--- config.mk ---
export PLATFORM = sky130hd
export DESIGN_NAME = pcs_core
export DESIGN_NICKNAME = d
export VERILOG_FILES = /design/src/pcs_pkg.sv /design/src/pcs_core.sv
export SDC_FILE = /design/constraint.sdc
export NUM_CORES = 1
export LEC_CHECK = 0
export BUFFER_PORTS_ARGS = -buffer_cell sky130_fd_sc_hd__buf_2
export CORE_UTILIZATION = 55
export DETAILED_ROUTE_END_ITERATION = 6
export PLACE_DENSITY = 0.82
export SLEW_MARGIN = 20
export SYNTH_ARGS = -nofsm -noshare
export SYNTH_HDL_FRONTEND = slang
export SYNTH_SLANG_ARGS = --single-unit
--- constraint.sdc ---
create_clock -name CLK_IN -period 4.12 [get_ports CLK_IN]
set_input_delay 0.206 -clock CLK_IN [delete_from_list [all_inputs] [get_ports CLK_IN]]
set_output_delay 0.206 -clock CLK_IN [all_outputs]
set_load 0.02 [all_outputs]
--- src/pcs_pkg.sv ---
// Purpose: shared constants and carriers for program counter, stack and
//          indirect addressing logic
// Assumes: one core clock, synchronous active-high reset
// Notes: data addresses are 9 bits, bank bit on top
package pcs_pkg;
   localparam int PC_W = 13;
   localparam int LOW_W = 8;
   localparam int HI_W = 5;
   localparam int JMP_W = 11;
   localparam int HOLD_JMP_LSB = 3;
   localparam int STK_DEPTH = 8;
   localparam int SP_W = 3;
   localparam int DADDR_W = 9;
   localparam int DATA_W = 8;
   localparam logic [PC_W-1:0] PC_RST = 13'h0000;
   localparam logic [HI_W-1:0] HOLD_RST = 5'h00;
   localparam logic [SP_W-1:0] SP_RST = 3'h0;
   localparam logic [SP_W-1:0] SP_ONE = 3'h1;
   localparam logic [PC_W-1:0] PC_ONE = 13'h0001;
   localparam logic [DATA_W-1:0] FP_RST = 8'h00;
   localparam logic [DATA_W-1:0] ZERO_BYTE = 8'h00;
   // direct data address (low 7 bits) of the indirect access location
   localparam logic [DATA_W-1:0] INDIRECT_LOC = 8'h00;
   localparam logic [DATA_W-1:0] LOC_MASK = 8'h7F;

   typedef enum logic [2:0] {
      PCS_OP_NEXT,
      PCS_OP_JUMP,
      PCS_OP_CALL,
      PCS_OP_RET,
      PCS_OP_VECTOR,
      PCS_OP_HOLD
   } pcs_op_e;

   typedef struct packed {
      pcs_op_e op;
      logic [JMP_W-1:0] target;
      logic [PC_W-1:0] vector;
   } pcs_flow_s;

   typedef struct packed {
      logic rd;
      logic wr;
      logic [DATA_W-1:0] addr;
      logic [DATA_W-1:0] wdata;
      logic bank;
   } pcs_dacc_s;
endpackage : pcs_pkg

--- src/pcs_core.sv ---
// Purpose: program counter, circular return stack and indirect addressing
// Assumes: decoder gives one flow op per cycle; data memory is external
// Notes: stack pointer and stack state are invisible to software
//
// Summary of operation
// - program counter is 13 bits and addresses program memory
// - low program counter byte is a readable and writable data register
// - software loads upper five bits only through the upper holding register
// - any reset clears the whole program counter
// - writing the low byte copies holding bits 4..0 into upper bits
// - call or goto takes top two bits from holding bits 4..3
// - eight-entry 13-bit return stack outside program and data spaces
// - stack pointer cannot be read or written by software
// - call pushes the program counter plus one; interrupt vectoring pushes the program counter
// - return, return with literal, return from interrupt pop the stack
// - pushes and pops leave the upper holding register untouched
// - stack wraps circularly; ninth push overwrites the first entry
// - no overflow or underflow indication exists
// - indirect location has no storage; accesses go via file pointer
// - indirect read of the indirect location itself returns zero
// - indirect write of the indirect location itself stores nothing
// - indirect address is bank bit above the 8-bit file pointer
`timescale 1ns/1ps
module pcs_core (
   input wire logic CLK_IN, // core clock
   input wire logic RESET_IN, // sync reset, active high
   input wire pcs_pkg::pcs_flow_s FLOW_IN, // flow op from decoder
   input wire logic PC_LOW_WR_IN, // write of pc_low_byte
   input wire logic HOLD_WR_IN, // write of pc_upper_holding
   input wire logic FP_WR_IN, // write of file_pointer
   input wire logic [7:0] WDATA_IN, // register write data
   input wire pcs_pkg::pcs_dacc_s DACC_IN, // data access from core
   input wire logic [7:0] MEM_RDATA_IN, // data memory read data
   output logic [12:0] PC_OUT, // program fetch address
   output logic [7:0] PC_LOW_OUT, // pc_low_byte read value
   output logic [4:0] HOLD_OUT, // pc_upper_holding read value
   output logic [7:0] FP_OUT, // file_pointer read value
   output logic [8:0] MEM_ADDR_OUT, // effective data address
   output logic MEM_RD_OUT, // data memory read strobe
   output logic MEM_WR_OUT, // data memory write strobe
   output logic [7:0] MEM_WDATA_OUT, // data memory write data
   output logic [7:0] RDATA_OUT // data read value to core
);
   import pcs_pkg::*;

   logic [PC_W-1:0] pc_r;
   logic [PC_W-1:0] pc_nxt;
   logic [HI_W-1:0] hold_r;
   logic [DATA_W-1:0] fp_r;
   logic [SP_W-1:0] sp_r;
   logic [PC_W-1:0] stack_r [STK_DEPTH];
   logic push;
   logic pop;
   logic [SP_W-1:0] top_idx;
   logic is_ind;
   logic ind_self;
   logic [DADDR_W-1:0] eff_addr;

   assign push = (FLOW_IN.op == PCS_OP_CALL) ||
                 (FLOW_IN.op == PCS_OP_VECTOR);
   assign pop = (FLOW_IN.op == PCS_OP_RET);
   assign top_idx = sp_r - SP_ONE;

   // pc write has priority over flow op: it is the executing instruction
   always_comb begin
      case (FLOW_IN.op)
         PCS_OP_NEXT: pc_nxt = pc_r + PC_ONE;
         PCS_OP_JUMP, PCS_OP_CALL: begin
            pc_nxt = {hold_r[HI_W-1:HOLD_JMP_LSB], FLOW_IN.target};
         end
         PCS_OP_RET: pc_nxt = stack_r[top_idx];
         PCS_OP_VECTOR: pc_nxt = FLOW_IN.vector;
         PCS_OP_HOLD: pc_nxt = pc_r;
         default: pc_nxt = pc_r;
      endcase
      if (PC_LOW_WR_IN) begin
         pc_nxt = {hold_r, WDATA_IN};
      end
   end

   always_ff @(posedge CLK_IN) begin
      if (RESET_IN) begin
         pc_r <= PC_RST;
      end else begin
         pc_r <= pc_nxt;
      end
   end

   // holding register only changes on its own write
   always_ff @(posedge CLK_IN) begin
      if (RESET_IN) begin
         hold_r <= HOLD_RST;
      end else if (HOLD_WR_IN) begin
         hold_r <= WDATA_IN[HI_W-1:0];
      end
   end

   always_ff @(posedge CLK_IN) begin
      if (RESET_IN) begin
         fp_r <= FP_RST;
      end else if (FP_WR_IN) begin
         fp_r <= WDATA_IN;
      end
   end

   // pointer wraps freely; no flags by design
   always_ff @(posedge CLK_IN) begin
      if (RESET_IN) begin
         sp_r <= SP_RST;
      end else if (push) begin
         sp_r <= sp_r + SP_ONE;
      end else if (pop) begin
         sp_r <= sp_r - SP_ONE;
      end
   end

   // entries need no reset; stale reads are allowed
   always_ff @(posedge CLK_IN) begin
      if (push) begin
         if (FLOW_IN.op == PCS_OP_CALL) begin
            stack_r[sp_r] <= pc_r + PC_ONE;
         end else begin
            stack_r[sp_r] <= pc_r;
         end
      end
   end

   assign is_ind = ((DACC_IN.addr & LOC_MASK) == INDIRECT_LOC);
   // pointer aimed at any bank's copy of the indirect location
   assign ind_self = is_ind && ((fp_r & LOC_MASK) == INDIRECT_LOC);
   assign eff_addr = is_ind ? {DACC_IN.bank, fp_r}
                            : {DACC_IN.bank, DACC_IN.addr};

   always_comb begin
      MEM_ADDR_OUT = eff_addr;
      MEM_RD_OUT = DACC_IN.rd && !ind_self;
      MEM_WR_OUT = DACC_IN.wr && !ind_self;
      MEM_WDATA_OUT = DACC_IN.wdata;
      RDATA_OUT = ind_self ? ZERO_BYTE : MEM_RDATA_IN;
   end

   assign PC_OUT = pc_r;
   assign PC_LOW_OUT = pc_r[LOW_W-1:0];
   assign HOLD_OUT = hold_r;
   assign FP_OUT = fp_r;

   a_reset_clears_pc: assert property (@(posedge CLK_IN)
      RESET_IN |=> pc_r == PC_RST)
      else $error("pc not cleared by reset");
   a_low_write_load: assert property (@(posedge CLK_IN)
      disable iff (RESET_IN)
      PC_LOW_WR_IN |=> pc_r == {$past(hold_r), $past(WDATA_IN)})
      else $error("pc low write load wrong");
   a_jump_upper_bits: assert property (@(posedge CLK_IN)
      disable iff (RESET_IN)
      (!PC_LOW_WR_IN && FLOW_IN.op inside {PCS_OP_JUMP, PCS_OP_CALL})
      |=> pc_r[PC_W-1:JMP_W] == $past(hold_r[HI_W-1:HOLD_JMP_LSB]))
      else $error("jump upper bits wrong");
   a_call_ret_pair: assert property (@(posedge CLK_IN)
      disable iff (RESET_IN)
      (FLOW_IN.op == PCS_OP_CALL && !PC_LOW_WR_IN) ##1
      (FLOW_IN.op == PCS_OP_RET && !PC_LOW_WR_IN)
      |=> pc_r == $past(pc_r, 2) + PC_ONE)
      else $error("call return pair wrong");
   a_hold_stable_stack: assert property (@(posedge CLK_IN)
      disable iff (RESET_IN)
      ((push || pop) && !HOLD_WR_IN) |=> $stable(hold_r))
      else $error("holding changed by stack");
   a_sp_wraps: assert property (@(posedge CLK_IN)
      disable iff (RESET_IN)
      push |=> sp_r == $past(sp_r) + SP_ONE)
      else $error("stack pointer wrong after push");
   a_pop_decrements: assert property (@(posedge CLK_IN)
      disable iff (RESET_IN)
      (pop && !push) |=> sp_r == $past(sp_r) - SP_ONE)
      else $error("stack pointer wrong after pop");
   a_self_read_zero: assert property (@(posedge CLK_IN)
      disable iff (RESET_IN)
      (ind_self && DACC_IN.rd) |-> RDATA_OUT == ZERO_BYTE)
      else $error("self indirect read not zero");
   a_self_write_drop: assert property (@(posedge CLK_IN)
      disable iff (RESET_IN)
      ind_self |-> !MEM_WR_OUT)
      else $error("self indirect write stored");
   a_indirect_addr: assert property (@(posedge CLK_IN)
      disable iff (RESET_IN)
      is_ind |-> MEM_ADDR_OUT == {DACC_IN.bank, fp_r})
      else $error("indirect address wrong");

   a_next_incr: assert property (@(posedge CLK_IN)
      disable iff (RESET_IN)
      (!PC_LOW_WR_IN && FLOW_IN.op == PCS_OP_NEXT)
      |=> pc_r == $past(pc_r) + PC_ONE)
      else $error("pc did not advance");

   a_hold_keeps_pc: assert property (@(posedge CLK_IN)
      disable iff (RESET_IN)
      (!PC_LOW_WR_IN && FLOW_IN.op == PCS_OP_HOLD)
      |=> $stable(pc_r))
      else $error("pc moved during hold");

   a_jump_low_bits: assert property (@(posedge CLK_IN)
      disable iff (RESET_IN)
      (!PC_LOW_WR_IN && FLOW_IN.op inside {PCS_OP_JUMP, PCS_OP_CALL})
      |=> pc_r[JMP_W-1:0] == $past(FLOW_IN.target))
      else $error("jump low bits wrong");

   a_vector_load: assert property (@(posedge CLK_IN)
      disable iff (RESET_IN)
      (!PC_LOW_WR_IN && FLOW_IN.op == PCS_OP_VECTOR)
      |=> pc_r == $past(FLOW_IN.vector))
      else $error("vector not loaded");

   a_call_entry: assert property (@(posedge CLK_IN)
      disable iff (RESET_IN)
      FLOW_IN.op == PCS_OP_CALL
      |=> stack_r[$past(sp_r)] == $past(pc_r) + PC_ONE)
      else $error("call pushed wrong address");

   a_vector_entry: assert property (@(posedge CLK_IN)
      disable iff (RESET_IN)
      FLOW_IN.op == PCS_OP_VECTOR
      |=> stack_r[$past(sp_r)] == $past(pc_r))
      else $error("vector pushed wrong address");

   a_ret_pop_value: assert property (@(posedge CLK_IN)
      disable iff (RESET_IN)
      (!PC_LOW_WR_IN && FLOW_IN.op == PCS_OP_RET)
      |=> pc_r == stack_r[sp_r])
      else $error("return took wrong entry");

   a_low_write_byte: assert property (@(posedge CLK_IN)
      disable iff (RESET_IN)
      PC_LOW_WR_IN
      |=> PC_LOW_OUT == $past(WDATA_IN))
      else $error("low byte write lost");

   a_upper_no_carry: assert property (@(posedge CLK_IN)
      disable iff (RESET_IN)
      (!PC_LOW_WR_IN && FLOW_IN.op == PCS_OP_NEXT &&
       pc_r[LOW_W-1:0] != {LOW_W{1'b1}}) |=> $stable(pc_r[PC_W-1:LOW_W]))
      else $error("upper bits changed without source");

   a_hold_load: assert property (@(posedge CLK_IN)
      disable iff (RESET_IN)
      HOLD_WR_IN
      |=> hold_r == $past(WDATA_IN[HI_W-1:0]))
      else $error("holding write lost");

   a_hold_keep: assert property (@(posedge CLK_IN)
      disable iff (RESET_IN)
      !HOLD_WR_IN
      |=> $stable(hold_r))
      else $error("holding changed unasked");

   a_fp_load: assert property (@(posedge CLK_IN)
      disable iff (RESET_IN)
      FP_WR_IN
      |=> fp_r == $past(WDATA_IN))
      else $error("pointer write lost");

   a_fp_keep: assert property (@(posedge CLK_IN)
      disable iff (RESET_IN)
      !FP_WR_IN
      |=> $stable(fp_r))
      else $error("pointer changed unasked");

   a_sp_idle: assert property (@(posedge CLK_IN)
      disable iff (RESET_IN)
      (!push && !pop)
      |=> $stable(sp_r))
      else $error("stack pointer moved unasked");

   a_direct_addr: assert property (@(posedge CLK_IN)
      disable iff (RESET_IN)
      !is_ind
      |-> MEM_ADDR_OUT == {DACC_IN.bank, DACC_IN.addr})
      else $error("direct address wrong");

   a_read_strobe: assert property (@(posedge CLK_IN)
      disable iff (RESET_IN)
      !ind_self
      |-> MEM_RD_OUT == DACC_IN.rd)
      else $error("read strobe wrong");

   a_self_read_quiet: assert property (@(posedge CLK_IN)
      disable iff (RESET_IN)
      ind_self
      |-> !MEM_RD_OUT)
      else $error("self indirect read reached memory");

   a_read_pass: assert property (@(posedge CLK_IN)
      disable iff (RESET_IN)
      !ind_self
      |-> RDATA_OUT == MEM_RDATA_IN)
      else $error("read data not passed");

   a_wdata_pass: assert property (@(posedge CLK_IN)
      disable iff (RESET_IN)
      DACC_IN.wr
      |-> MEM_WDATA_OUT == DACC_IN.wdata)
      else $error("write data not passed");

   a_write_strobe: assert property (@(posedge CLK_IN)
      disable iff (RESET_IN)
      !ind_self
      |-> MEM_WR_OUT == DACC_IN.wr)
      else $error("write strobe wrong");

   a_reset_clears_regs: assert property (@(posedge CLK_IN)
      RESET_IN
      |=> hold_r == HOLD_RST && fp_r == FP_RST && sp_r == SP_RST)
      else $error("registers not cleared by reset");


   c_call_ret: cover property (@(posedge CLK_IN) disable iff (RESET_IN)
      FLOW_IN.op == PCS_OP_CALL ##[1:20] FLOW_IN.op == PCS_OP_RET);
   c_nine_push: cover property (@(posedge CLK_IN) disable iff (RESET_IN)
      push && sp_r == SP_RST && stack_r[SP_RST] != PC_RST);
   c_self_ind: cover property (@(posedge CLK_IN) disable iff (RESET_IN)
      ind_self && DACC_IN.wr);
   c_vector_push: cover property (@(posedge CLK_IN) disable iff (RESET_IN)
      push && FLOW_IN.op == PCS_OP_VECTOR);
   c_low_write: cover property (@(posedge CLK_IN) disable iff (RESET_IN)
      PC_LOW_WR_IN && FLOW_IN.op == PCS_OP_HOLD);
endmodule : pcs_core

Word level (Yosys, flattened, before mapping)

Memory sizes are Yosys's and may differ from the RTL's.
Cells that the tools add are included.

Equal/unequal tests: 4
Bitwise logic cells: 1
Muxes and demuxes: 13
Reductions and logical operators: 11
Add/subtract/negate cells: 3

Operator list:

| cell                                                 | count |
|---|---|
| one-hot mux 13 bit (4 select lines)                  | 1 |
| 2-to-1 mux 13 bit                                    | 2 |
| zero test 8 bit                                      | 2 |
| 2-to-1 mux 8 bit                                     | 2 |
| adder 13 x 1 -> 13 bit (second input constant)       | 1 |
| equality test 3 x 2 -> 1 bit (second input constant) | 2 |
| 2-to-1 mux 1 bit                                     | 6 |
| 2-to-1 mux 3 bit                                     | 2 |
| nonzero test 5 bit                                   | 1 |
| adder 3 x 1 -> 3 bit (second input constant)         | 1 |
| equality test 3 x 1 -> 1 bit (second input constant) | 1 |
| equality test 3 bit (second input constant)          | 1 |
| logical AND 1 bit                                    | 3 |
| zero test 3 bit                                      | 1 |
| subtractor 3 x 1 -> 3 bit (second input constant)    | 1 |
| nonzero test 2 bit                                   | 1 |
| OR reduction 2 bit                                   | 1 |
| zero test 1 bit                                      | 1 |
| logical OR 1 bit                                     | 1 |
| OR 1 bit                                             | 1 |

Memories: 1
Input bits: 67
Output and inout port bits: 61
Memory bits (writable): 104
Register bits: 29
Logic and storage cells: 37

Memory list:

| memory  | words | width | read ports | clocked after memory_dff | write ports | RTL line       | source |
|---|---|---|---|---|---|---|---|
| stack_r | 8     | 13    | 1          | 0                        | 1           | pcs_core.sv:51 | `logic [PC_W-1:0] stack_r [STK_DEPTH];` |

Depth between registers and ports, before layout

Gate-level depths: netlist of run 1.

Depth after elaboration: 5
Mapped depth: 11
Depth with buffers taken out: 7

Worst setup path before layout of run 1

No wires, ideal clock.

Path type: reg2reg
From: register sp_r[0]
To: register pc_r[10], in the netlist PC_OUT[10]
Path buffers: 5
Setup slack: 1.471 ns
Cell stages (with the launch flop): 11
Setup time: 0.134 ns
Data required time: 3.986 ns
Period minus slack after synthesis: 2.649 ns
Arrival time: 2.515 ns
Path through: dfxtp_1 -> buf_2 -> buf_4 -> clkinv_1 -> ha_1 -> buf_2 -> buf_2 -> buf_2 -> mux4_2 -> a221oi_1 -> o22ai_1

Longest elaborated chain between the ends: 4

RTL lines:

| item                                | RTL line        | source |
|---|---|---|
| start: declaration                  | pcs_core.sv:50  | `logic [SP_W-1:0] sp_r;` |
| start signal: assignment            | pcs_core.sv:111 | `sp_r <= sp_r + SP_ONE;` |
| start signal: assignment            | pcs_core.sv:113 | `sp_r <= sp_r - SP_ONE;` |
| subtractor 3 x 1 -> 3 bit           | pcs_core.sv:62  | `assign top_idx = sp_r - SP_ONE;` |
| memory read (8 x 13 bit)            | n/a             |  |
| one-hot mux 13 bit (4 select lines) | pcs_core.sv:66  | `case (FLOW_IN.op)` |
| 2-to-1 mux 13 bit                   | pcs_core.sv:76  | `if (PC_LOW_WR_IN) begin` |
| end signal: assignment              | pcs_core.sv:85  | `pc_r <= pc_nxt;` |
| end: declaration                    | pcs_core.sv:46  | `logic [PC_W-1:0] pc_r;` |

Every way passes these cells.
A chain may end at the register's enable or synchronous reset.

Worst setup path after layout of run 1

From: register sp_r[0]
To: register pc_r[12], in the netlist PC_OUT[12]

The elaborated chain is that of the path after synthesis.

==> results by group, run 1 <==
Status
  – Outcome: complete, but fails checks
  – Failing checks: design-rule violations

Synth
  – Post-Syn Nets: roughly 560
  – Synth top area cells: edfxtp_1 49%, dfxtp_1 9.2%, mux4_2 7.8%, mux2i_1 3.6%, nor2_1 2.4%
  – Post-Syn Area: between 6000 and 7000 um^2
  – #FFs+latches synth: 133
  – Register area share after synthesis: 58.57%
  – Mapped Avg Cell Area: 13.01 um^2
  – Largest area contributor in the netlist: edfxtp_1
  – Gate Count Post-Synth: 486
  – Yosys top cell area share: 49.39%
  – Synth cell types: 56
  – Synth Warn #: 0
  – Top_reg_cell synth: edfxtp_1
  – Post-synth EDFFs: 104
  – Async S/R FF share, synth: 0%

Drt
  – Routed via count: about 4700
  – Vias per cell: around 6.4
  – Iter 0 DRT Violations: about 540
  – WL final: around 17000 um
  – Detail Route Antenna Nets: 0
  – Drc violations: 6
  – WL per Instance: 22.95 um
  – Drt first pass iters: 7

Global route
  – Largest net degree at the start of global routing: 29
  – Antenna violations before repair: 0
  – All-layer global routing usage: a little under 30%
  – Number of global-route vias before repair: 4499
  – First-pass GRT wire length: 24750 um
  – Grt total ovfl: 0

Clock network
  – CTS resizes: 0
  – Post-CTS Setup Bufs: 0
  – H-tree level count: 4
  – CTS buffer count: 17
  – Clock Pin Slew Worst Setup and Hold Paths: 0.06 ns
  – CTS tree: yes
  – Clk buf depth: 2
  – Count of hold-fix buffers inserted at cts: 0
  – Clk root buf: clkbuf_16
  – Clock latency on the worst-skew pair: 0.42 ns
  – Clk sinks: 133

Final layout
  – Nets: 651
  – Most used cells in the layout excluding fill and tap cells: 109 x buf_2, 104 x edfxtp_1, 41 x nor2_1
  – Commonest non-fill, non-tap cell in the layout: buf_2
  – Design area: roughly 7500 um^2
  – FILL cells: approximately 740
  – Share of layout cells above drive strength 1: 30.47%
  – Ant. Diodes: 0
  – Final std cells w/o fill: approximately 730
  – P&R area growth vs syn: 17.91%

Timing
  – Worst setup margin: roughly 1.4 ns
  – RSZ-0062 raised after global routing: false
  – Setup violators final: 0
  – Fin. max-slew vios: 0
  – Final hold violations: 0
  – Relative slew slack: 48.83%
  – Post-layout min period: 2.720 ns
  – Setup TNS: 0 ns
  – Slew @ Worst Pin: 0.7620 ns
  – Fmax: 367.6 MHz
  – Fin crit share: 66.03%
  – Worst Clk Skew: ~0.0077 ns

Die
  – Initial Util: roughly 57%
  – Core Footprint: 11030 um^2
  – I/O pin count: 128
  – Die footprint: ~12000 um^2
  – FP Rows: 38
  – Die H: 109.2 um
  – Die Wd: 109.2 um

Critical path
  – CP Class: flip-flop to flip-flop
  – R2R depth: 7
  – Worst EP arrival: roughly 3 ns
  – Critical path fanouts, max: 21
  – Crit path required time: 4.39 ns
  – CP Capture Type: flip-flop
  – Critical Path Start Type: flip-flop

Job
  – # Max-Cap Violations: 0

Power and ir drop
  – Comb power frac: 14.3%
  – Total Power: 3.528 mW
  – Max VDD drop: 0.0002799 V
  – PD cells: 473.2 nW/um^2
  – Internal Dissipation: between 2 and 3 mW
  – Switching share of power: 26.04%
  – Leak Pwr: 2.847 nW
  – Clock Power Share: 41.8%
  – Seq pwr share: approximately 44%
  – Sw power: about 0.9 mW

Hold path
  – Cell count of the worst hold path: 3
  – Hold crit path type: input port to flip-flop

Placement
  – Dpl cells: 702
  – Placed Instance Area: 6878 um^2
  – DP Wirelength: 11720 um
  – Final estimated routing congestion in global placement: 0.9197
  – IO buf count: 109
  – Pre-CTS WS: 1.498 ns
==> layout make-up <==
class	count	area, um^2	share of cell area, %
well taps	140	175.2	2.349
inverters	8	30.03	0.4028
flip-flops and latches	133	3704	49.67
clock inverters	12	131.4	1.762
repair buffers	120	628.1	8.424
multi-input cells	301	2341	31.40
clock buffers	20	446.7	5.991
==> synth_stat cells, drive strengths merged, types with 2 or more instances <==
| cell | number |
|---|---|
| a22oi | 19 |
| edfxtp | 104 |
| ha | 3 |
| nand2 | 35 |
| or4 | 3 |
| a2111oi | 4 |
| nand3 | 9 |
| xnor2 | 9 |
| clkinv | 2 |
| nor2b | 3 |
| and2 | 10 |
| nor3 | 14 |
| mux2i | 23 |
| nor4 | 7 |
| clkbuf | 10 |
| buf | 33 |
| a221oi | 3 |
| a21o | 7 |
| nand2b | 3 |
| o221ai | 3 |
| a311oi | 2 |
| o22a | 2 |
| o21ai | 14 |
| a21oi | 9 |
| maj3 | 7 |
| xor2 | 14 |
| nand4 | 3 |
| mux4 | 22 |
| dfxtp | 29 |
| o22ai | 11 |
| inv | 6 |
| o21a | 2 |
| nor3b | 2 |
| nor2 | 41 |
| a31oi | 2 |
==> power groups by stage <==
stage	Combinational (mW)	Clock, mW	Sequential (mW)
5_1_grt	0.539	1.54	1.55
3_5_place_dp	0.492	0	1.58
3_3_place_gp	0.477	0	1.57
6_report	0.503	1.47	1.55
2_1_floorplan	0.350	0	1.58
4_1_cts	0.500	1.48	1.55
==> through the flow <==
step                hold slack, ns  util, %
CTS                        0.06851    67.59
global placement            0.4122    62.35
finish                     0.07469    67.59
global route               0.08400    67.59
floorplan                   0.3533        -
detailed placement          0.4122    62.35
==> kinds of logic after synthesis <==
group	count (synthesis)	synth area share [%]
AOI/OAI and AO/OA	88	9.814
DFF	133	58.57
xor gates and xnor gates	23	3.186
buffers and inverters	52	4.571
muxes	46	11.65
adders and majority gates	10	1.702
and+or+nand+nor	134	10.51
==> final timing paths <==
check               from     endpoint  slack, ns
max              sp_r[0]   PC_OUT[12]       1.40
min          WDATA_IN[1]  HOLD_OUT[1]       0.07
max reg2reg      sp_r[0]   PC_OUT[12]       1.40
min reg2reg    FP_OUT[7]    FP_OUT[7]       0.54
==> critical path, cell delays in order (launching register included) <==
cell	delay, ns
dfxtp_1	0.34
clkinv_1	0.23
ha_1	0.74
buf_4	0.40
mux4_2	0.35
a22oi_1	0.22
a31o_1	0.18
a31oi_1	0.10
==> flip-flops by register name, summed over array words and instances (netlist names) <==
signal    count
stack_r     104
PC_OUT       13
FP_OUT        8
HOLD_OUT      5
sp_r          3
==> routing by layer <==
layer	routed length [um]	vias up	track usage (%)	part of all wire [%]
met3	1556	61	6.934	9.2
met4	541	0	14.00	3.2
met5	0	-	0	0
met1	6441	2258	36.23	38
li1	-	2040	-	-
met2	8305	338	48.52	49
No activity file was read; power rests on OpenSTA's default activity.
==> run 2, diff against run 1 <==
clock period = 2.75 ns   (was 4.12 ns; I/O delays follow)
==> results by group, run 2 (synthesis results as in run 1) <==
Status
  – Outcome: complete, no violations

Timing
  – Worst setup margin: 0.1685 ns (-1.231 ns)
  – Final hold violations: 0 (unchanged)
  – RSZ-0062 raised after global routing: false
  – Setup TNS: 0 ns (unchanged)
  – Worst Clk Skew: 0.006547 ns (-0.001115 ns)
  – Fin. max-slew vios: 0 (unchanged)
  – Fmax: 387.4 MHz (+5.4%)
  – Fin crit share: 93.87% (+28 points)
  – Slew @ Worst Pin: 0.8443 ns (+0.08229 ns)
  – Setup violators final: 0 (unchanged)
  – Post-layout min period: 2.581 ns (-0.1389 ns)
  – Relative slew slack: 43.19% (-5.6 points)

Final layout
  – FILL cells: 770 (+3.5%)
  – Share of layout cells above drive strength 1: 31.53% (+1.1 points)
  – Nets: 666 (+2.3%)
  – Largest Register: stack_r
  – Ant. Diodes: 0 (unchanged)
  – Max reg flops: 104 (unchanged)
  – Most used cells in the layout excluding fill and tap cells: 109 x buf_2, 104 x edfxtp_1, 41 x nor2_1
  – P&R area growth vs syn: 19.35%
  – Area of the multi-input gates: 2349 um^2 (+0.32%)
  – Commonest non-fill, non-tap cell in the layout: buf_2
  – Sequential Area: 3704 um^2 (unchanged)

Clock network
  – Post-CTS Setup Bufs: 0 (unchanged)
  – Clk sinks: 133 (unchanged)
  – Count of hold-fix buffers inserted at cts: 0 (unchanged)
  – Clock Pin Slew Worst Setup and Hold Paths: 0.06 ns (about the same)
  – CTS resizes: 0 (unchanged)
  – H-tree level count: 4 (unchanged)
  – CTS tree: yes
  – Clk root buf: clkbuf_16
  – Clk buf depth: 2 (unchanged)
  – Clock latency on the worst-skew pair: 0.42 ns (about the same)
  – CTS buffer count: 17 (unchanged)

Global route
  – Largest net degree at the start of global routing: 29 (unchanged)
  – First-pass GRT wire length: 26020 um (+5.1%)
  – Grt total ovfl: 0 (unchanged)
  – Antenna violations before repair: 0 (unchanged)
  – All-layer global routing usage: 30.97% (+1.7 points)
  – Number of global-route vias before repair: 4715 (+4.8%)

Drt
  – Iter 0 DRT Violations: 443 (-19%)
  – Drc violations: 0 (-6)
  – Drt first pass iters: 5 (-2)
  – Detail Route Antenna Nets: 0 (unchanged)
  – WL final: 17510 um (+3.9%)
  – Vias per cell: 6.403 (about the same)
  – WL per Instance: 23.38 um (+1.9%)
  – Routed via count: 4796 (+2.1%)

Critical path
  – Critical path fanouts, max: 8 (-62%)
  – Worst EP arrival: 2.70 ns (-0.29 ns)
  – Crit path required time: 2.87 ns (-1.52 ns)
  – CP Class: flip-flop to flip-flop
  – CP Capture Type: flip-flop
  – Critical Path Start Type: flip-flop

Placement
  – Final estimated routing congestion in global placement: 0.9342 (+1.6%)
  – Pre-CTS WS: 0.2619 ns (-1.236 ns)
  – IO buf count: 109 (unchanged)
  – DP Wirelength: 12150 um (+3.7%)

Power and ir drop
  – PD cells: 695.5 nW/um^2 (+47%)
  – Leak Pwr: 2.908 nW (+2.2%)
  – Max VDD drop: 0.0004051 V (+45%)

Die
  – Die Wd: 109.2 um (unchanged)
  – Initial Util: 57.33% (unchanged)
  – Die H: 109.2 um (unchanged)
  – I/O pin count: 128 (unchanged)
  – Die footprint: 11930 um^2 (unchanged)
  – Core Footprint: 11030 um^2 (unchanged)
  – FP Rows: 38 (unchanged)

Hold path
  – Hold crit path type: input port to flip-flop

Job
  – # Max-Cap Violations: 0 (unchanged)
==> run 2: changes by cell type in the layout (fill, tap and decap cells not counted) <==
cell and delta:
buf_4 +15, clkbuf_1 +1, clkbuf_8 -1, clkinv_1 +4
clkinv_2 -1, clkinv_4 -4, clkinvlp_4 +2, inv_6 -1
xnor2_1 -1, xnor2_2 +1
==> run 2: final timing paths <==
path / from / to / slack [ns] / cells after the start
setup / recovery: PC_OUT[2] / stack_r[0][9] / 0.17 / 4
hold / removal: FLOW_IN[12] / PC_OUT[12] / 0.02 / 3
setup reg to reg: PC_OUT[2] / stack_r[0][9] / 0.17 / 4
hold reg to reg: FP_OUT[7] / FP_OUT[7] / 0.53 / 2
==> run 2: routing by layer <==
metal / up-vias / track usage, % / part of all wire, %
met5: - / 0 / 0
met4: 0 / 19.43 / 5.4
met3: 88 / 8.906 / 10
met2: 359 / 50.76 / 49
met1: 2283 / 35.76 / 35
li1: 2066 / - / -
==> run 2: final cells by class <==
class                      count  area share (%)
sequential                   133           49.07
inverter                       8          0.3979
tap                          140           2.321
clock buffer                  20           5.786
clock inverter                12           1.492
multi-input combinational    301           31.12
timing repair buffer         135           9.814
==> run 2: stage by stage <==
stage	util (%)	area, um^2	power (mW)	instances	hold slack, ns
4_1_cts	68.35	7540	5.254	749	0.006506
3_3_place_gp	63.37	6990	3.107	717	0.2752
3_5_place_dp	63.37	6990	3.134	717	0.2752
6_report	68.42	7547	5.249	749	0.01775
5_1_grt	68.42	7547	5.407	749	0.01941
2_1_floorplan	-	6324	2.887	486	0.2848
==> run 2: worst max-delay path: stages, from the launching register on <==
cell and delay (ns):
dfxtp_1 0.57, nand3_1 0.19, nor4_1 0.73, nand3_1 0.19, xnor2_1 0.60
==> run 2: report_power, final <==
group | total, mW | internal, mW | switching (mW)
Sequential | 2.32 | 2.25 | 0.0674
Clock | 2.13 | 1.31 | 0.819
Combinational | 0.795 | 0.318 | 0.478
==> run 3, diff against run 2 <==
PLACE_DENSITY = 0.8   (was 0.82)
==> results by group, run 3 (synthesis results as in run 1) <==
Critical path
  – R2R depth: 4 (unchanged)
  – CP Class: flip-flop to flip-flop
  – Worst EP arrival: 2.63 ns (-0.07 ns)
  – CP Capture Type: flip-flop
  – CP startpoint: PC_OUT[6]
  – Critical Path Start Type: flip-flop
  – Critical path fanouts, max: 8 (unchanged)
  – Crit path required time: 2.87 ns (about the same)
  – Reg-to-reg endpoint: stack_r[7][9]
  – Worst R2R Start: PC_OUT[6]
  – Worst reg-to-reg setup slack: 0.24 ns (+0.07 ns)

Final layout
  – Design area: 7624 um^2 (+1.0%)
  – Max reg flops: 104 (unchanged)
  – Share of layout cells above drive strength 1: 32.07% (+0.55 points)
  – Ant. Diodes: 0 (unchanged)
  – P&R area growth vs syn: 20.56%
  – Nets: 666 (unchanged)
  – Final std cells w/o fill: 748 (-0.13%)
  – Largest Register: stack_r
  – Commonest non-fill, non-tap cell in the layout: buf_2
  – Most used cells in the layout excluding fill and tap cells: 109 x buf_2, 104 x edfxtp_1, 41 x nor2_1

Clock network
  – Clk buf depth: 2 (unchanged)
  – Post-CTS Setup Bufs: 0 (unchanged)
  – Clock latency on the worst-skew pair: 0.41 ns (about the same)
  – CTS buffer count: 17 (unchanged)
  – Clk root buf: clkbuf_16
  – Clk sinks: 133 (unchanged)
  – CTS tree: yes
  – H-tree level count: 4 (unchanged)
  – Clock Pin Slew Worst Setup and Hold Paths: 0.06 ns (about the same)

Drt
  – Drt first pass iters: 5 (unchanged)
  – Detail Route Antenna Nets: 0 (unchanged)
  – WL per Instance: 22.74 um (-2.7%)
  – Iter 0 DRT Violations: 619 (+40%)
  – WL final: 17010 um (-2.9%)
  – Vias per cell: 6.361 (-0.66%)
  – Drc violations: 0 (unchanged)
  – Routed via count: 4758 (-0.79%)

Hold path
  – Worst Min Path Start: WDATA_IN[1]
  – Min-Delay Endpoint: HOLD_OUT[1]
  – Hold crit path type: input port to flip-flop
  – Cell count of the worst hold path: 3 (unchanged)

Die
  – Initial Util: 57.33% (unchanged)
  – Die footprint: 11930 um^2 (unchanged)
  – I/O pin count: 128 (unchanged)
  – FP Rows: 38 (unchanged)
  – Core Footprint: 11030 um^2 (unchanged)
  – Die Wd: 109.2 um (unchanged)
  – Die H: 109.2 um (unchanged)

Timing
  – Slew @ Worst Pin: 0.7831 ns (-0.06116 ns)
  – Post-layout min period: 2.511 ns (-0.07002 ns)
  – Fin crit share: 91.32% (-2.5 points)
  – Fmax: 398.2 MHz (+2.8%)
  – Final hold violations: 0 (unchanged)
  – Setup violators final: 0 (unchanged)
  – Relative slew slack: 47.31% (+4.1 points)
  – Worst Clk Skew: 0.008481 ns (+0.001935 ns)
  – RSZ-0062 raised after global routing: false
  – Fin. max-slew vios: 0 (unchanged)
  – Setup TNS: 0 ns (unchanged)

Placement
  – IO buf count: 109 (unchanged)
  – DP Wirelength: 11670 um (-4.0%)
  – Dpl cells: 716 (-0.14%)
  – Final estimated routing congestion in global placement: 0.9634 (+3.1%)
  – Placed Instance Area: 6995 um^2 (about the same)

Power and ir drop
  – Max VDD drop: 0.0005164 V (+27%)
  – Leak Pwr: 2.950 nW (+1.5%)
  – PD cells: 717.1 nW/um^2 (+3.1%)

Global route
  – Number of global-route vias before repair: 4509 (-4.4%)
  – Antenna violations before repair: 0 (unchanged)
  – Largest net degree at the start of global routing: 29 (unchanged)
  – First-pass GRT wire length: 25120 um (-3.5%)
  – All-layer global routing usage: 29.69% (-1.3 points)
  – Grt total ovfl: 0 (unchanged)

Status
  – Outcome: complete, no violations

Job
  – # Max-Cap Violations: 0 (unchanged)
[run 3: changes by cell type in the layout (fill, tap and decap cells not counted), sizes merged]
cell	delta
buf	-1
clkinv	-1
inv	+2
clkinvlp	-2
clkbuf	-2
bufinv	+2
dlygate4sd3	+1
[run 3: power by group]
group / switching, mW / internal [mW]
logic: 0.476 / 0.322
registers: 0.0646 / 2.25
clock network: 0.839 / 1.51
[run 3: through the flow]
stage	total power, mW	hold WS [ns]	utilization, %	worst slack, ns
finish	5.467	0.01081	69.11	0.2386
global route	5.639	0.02231	69.11	0.1275
CTS	5.481	0.007880	69.04	0.1920
detailed placement	3.130	0.2751	63.42	0.2562
global placement	3.105	0.2751	63.42	0.3294
floorplan	2.887	0.2848	-	0.1013
[run 3: how the worst max path moves through the flow]
stage | end | slack (ns) | cells after the start
global route | stack_r[7][11] | 0.13 | 4
detailed placement | stack_r[2][10] | 0.26 | 6
finish | stack_r[7][9] | 0.24 | 4
global placement | stack_r[3][11] | 0.33 | 4
CTS | stack_r[6][10] | 0.19 | 6
floorplan | PC_OUT[10] | 0.10 | 10
[run 3: repair_timing]
item / in CTS / in global routing
endpoints found under the setup margin: 0 / 8
resized for setup: 0 / 1
hold buffers: 1 / 0
endpoints found under the hold margin: 2 / 0
[run 3: metal layers]
metal / part of all wire, % / vias up / track usage (%)
met3: 9.9 / 40 / 7.531
met4: 2.6 / 0 / 12.95
li1: - / 2077 / -
met1: 37 / 2319 / 36.76
met2: 50 / 322 / 49.33
met5: 0 / - / 0
[run 3: critical path: stages (launching register included)]
cell     delay, ns
dfxtp_1       0.51
nand2_1       0.25
nor4_1        0.74
nand3_1       0.18
xnor2_1       0.54
[run 3: cell type report]
cell class                      instances  area [um^2]
Fill cell                             772         3407
Clock inverter                         13        181.4
Clock buffer                           18        429.2
Timing Repair Buffer                  135        755.7
Tap cell                              140        175.2
Multi-Input combinational cell        301         2349
Inverter                                8        30.03
Sequential cell                       133         3704
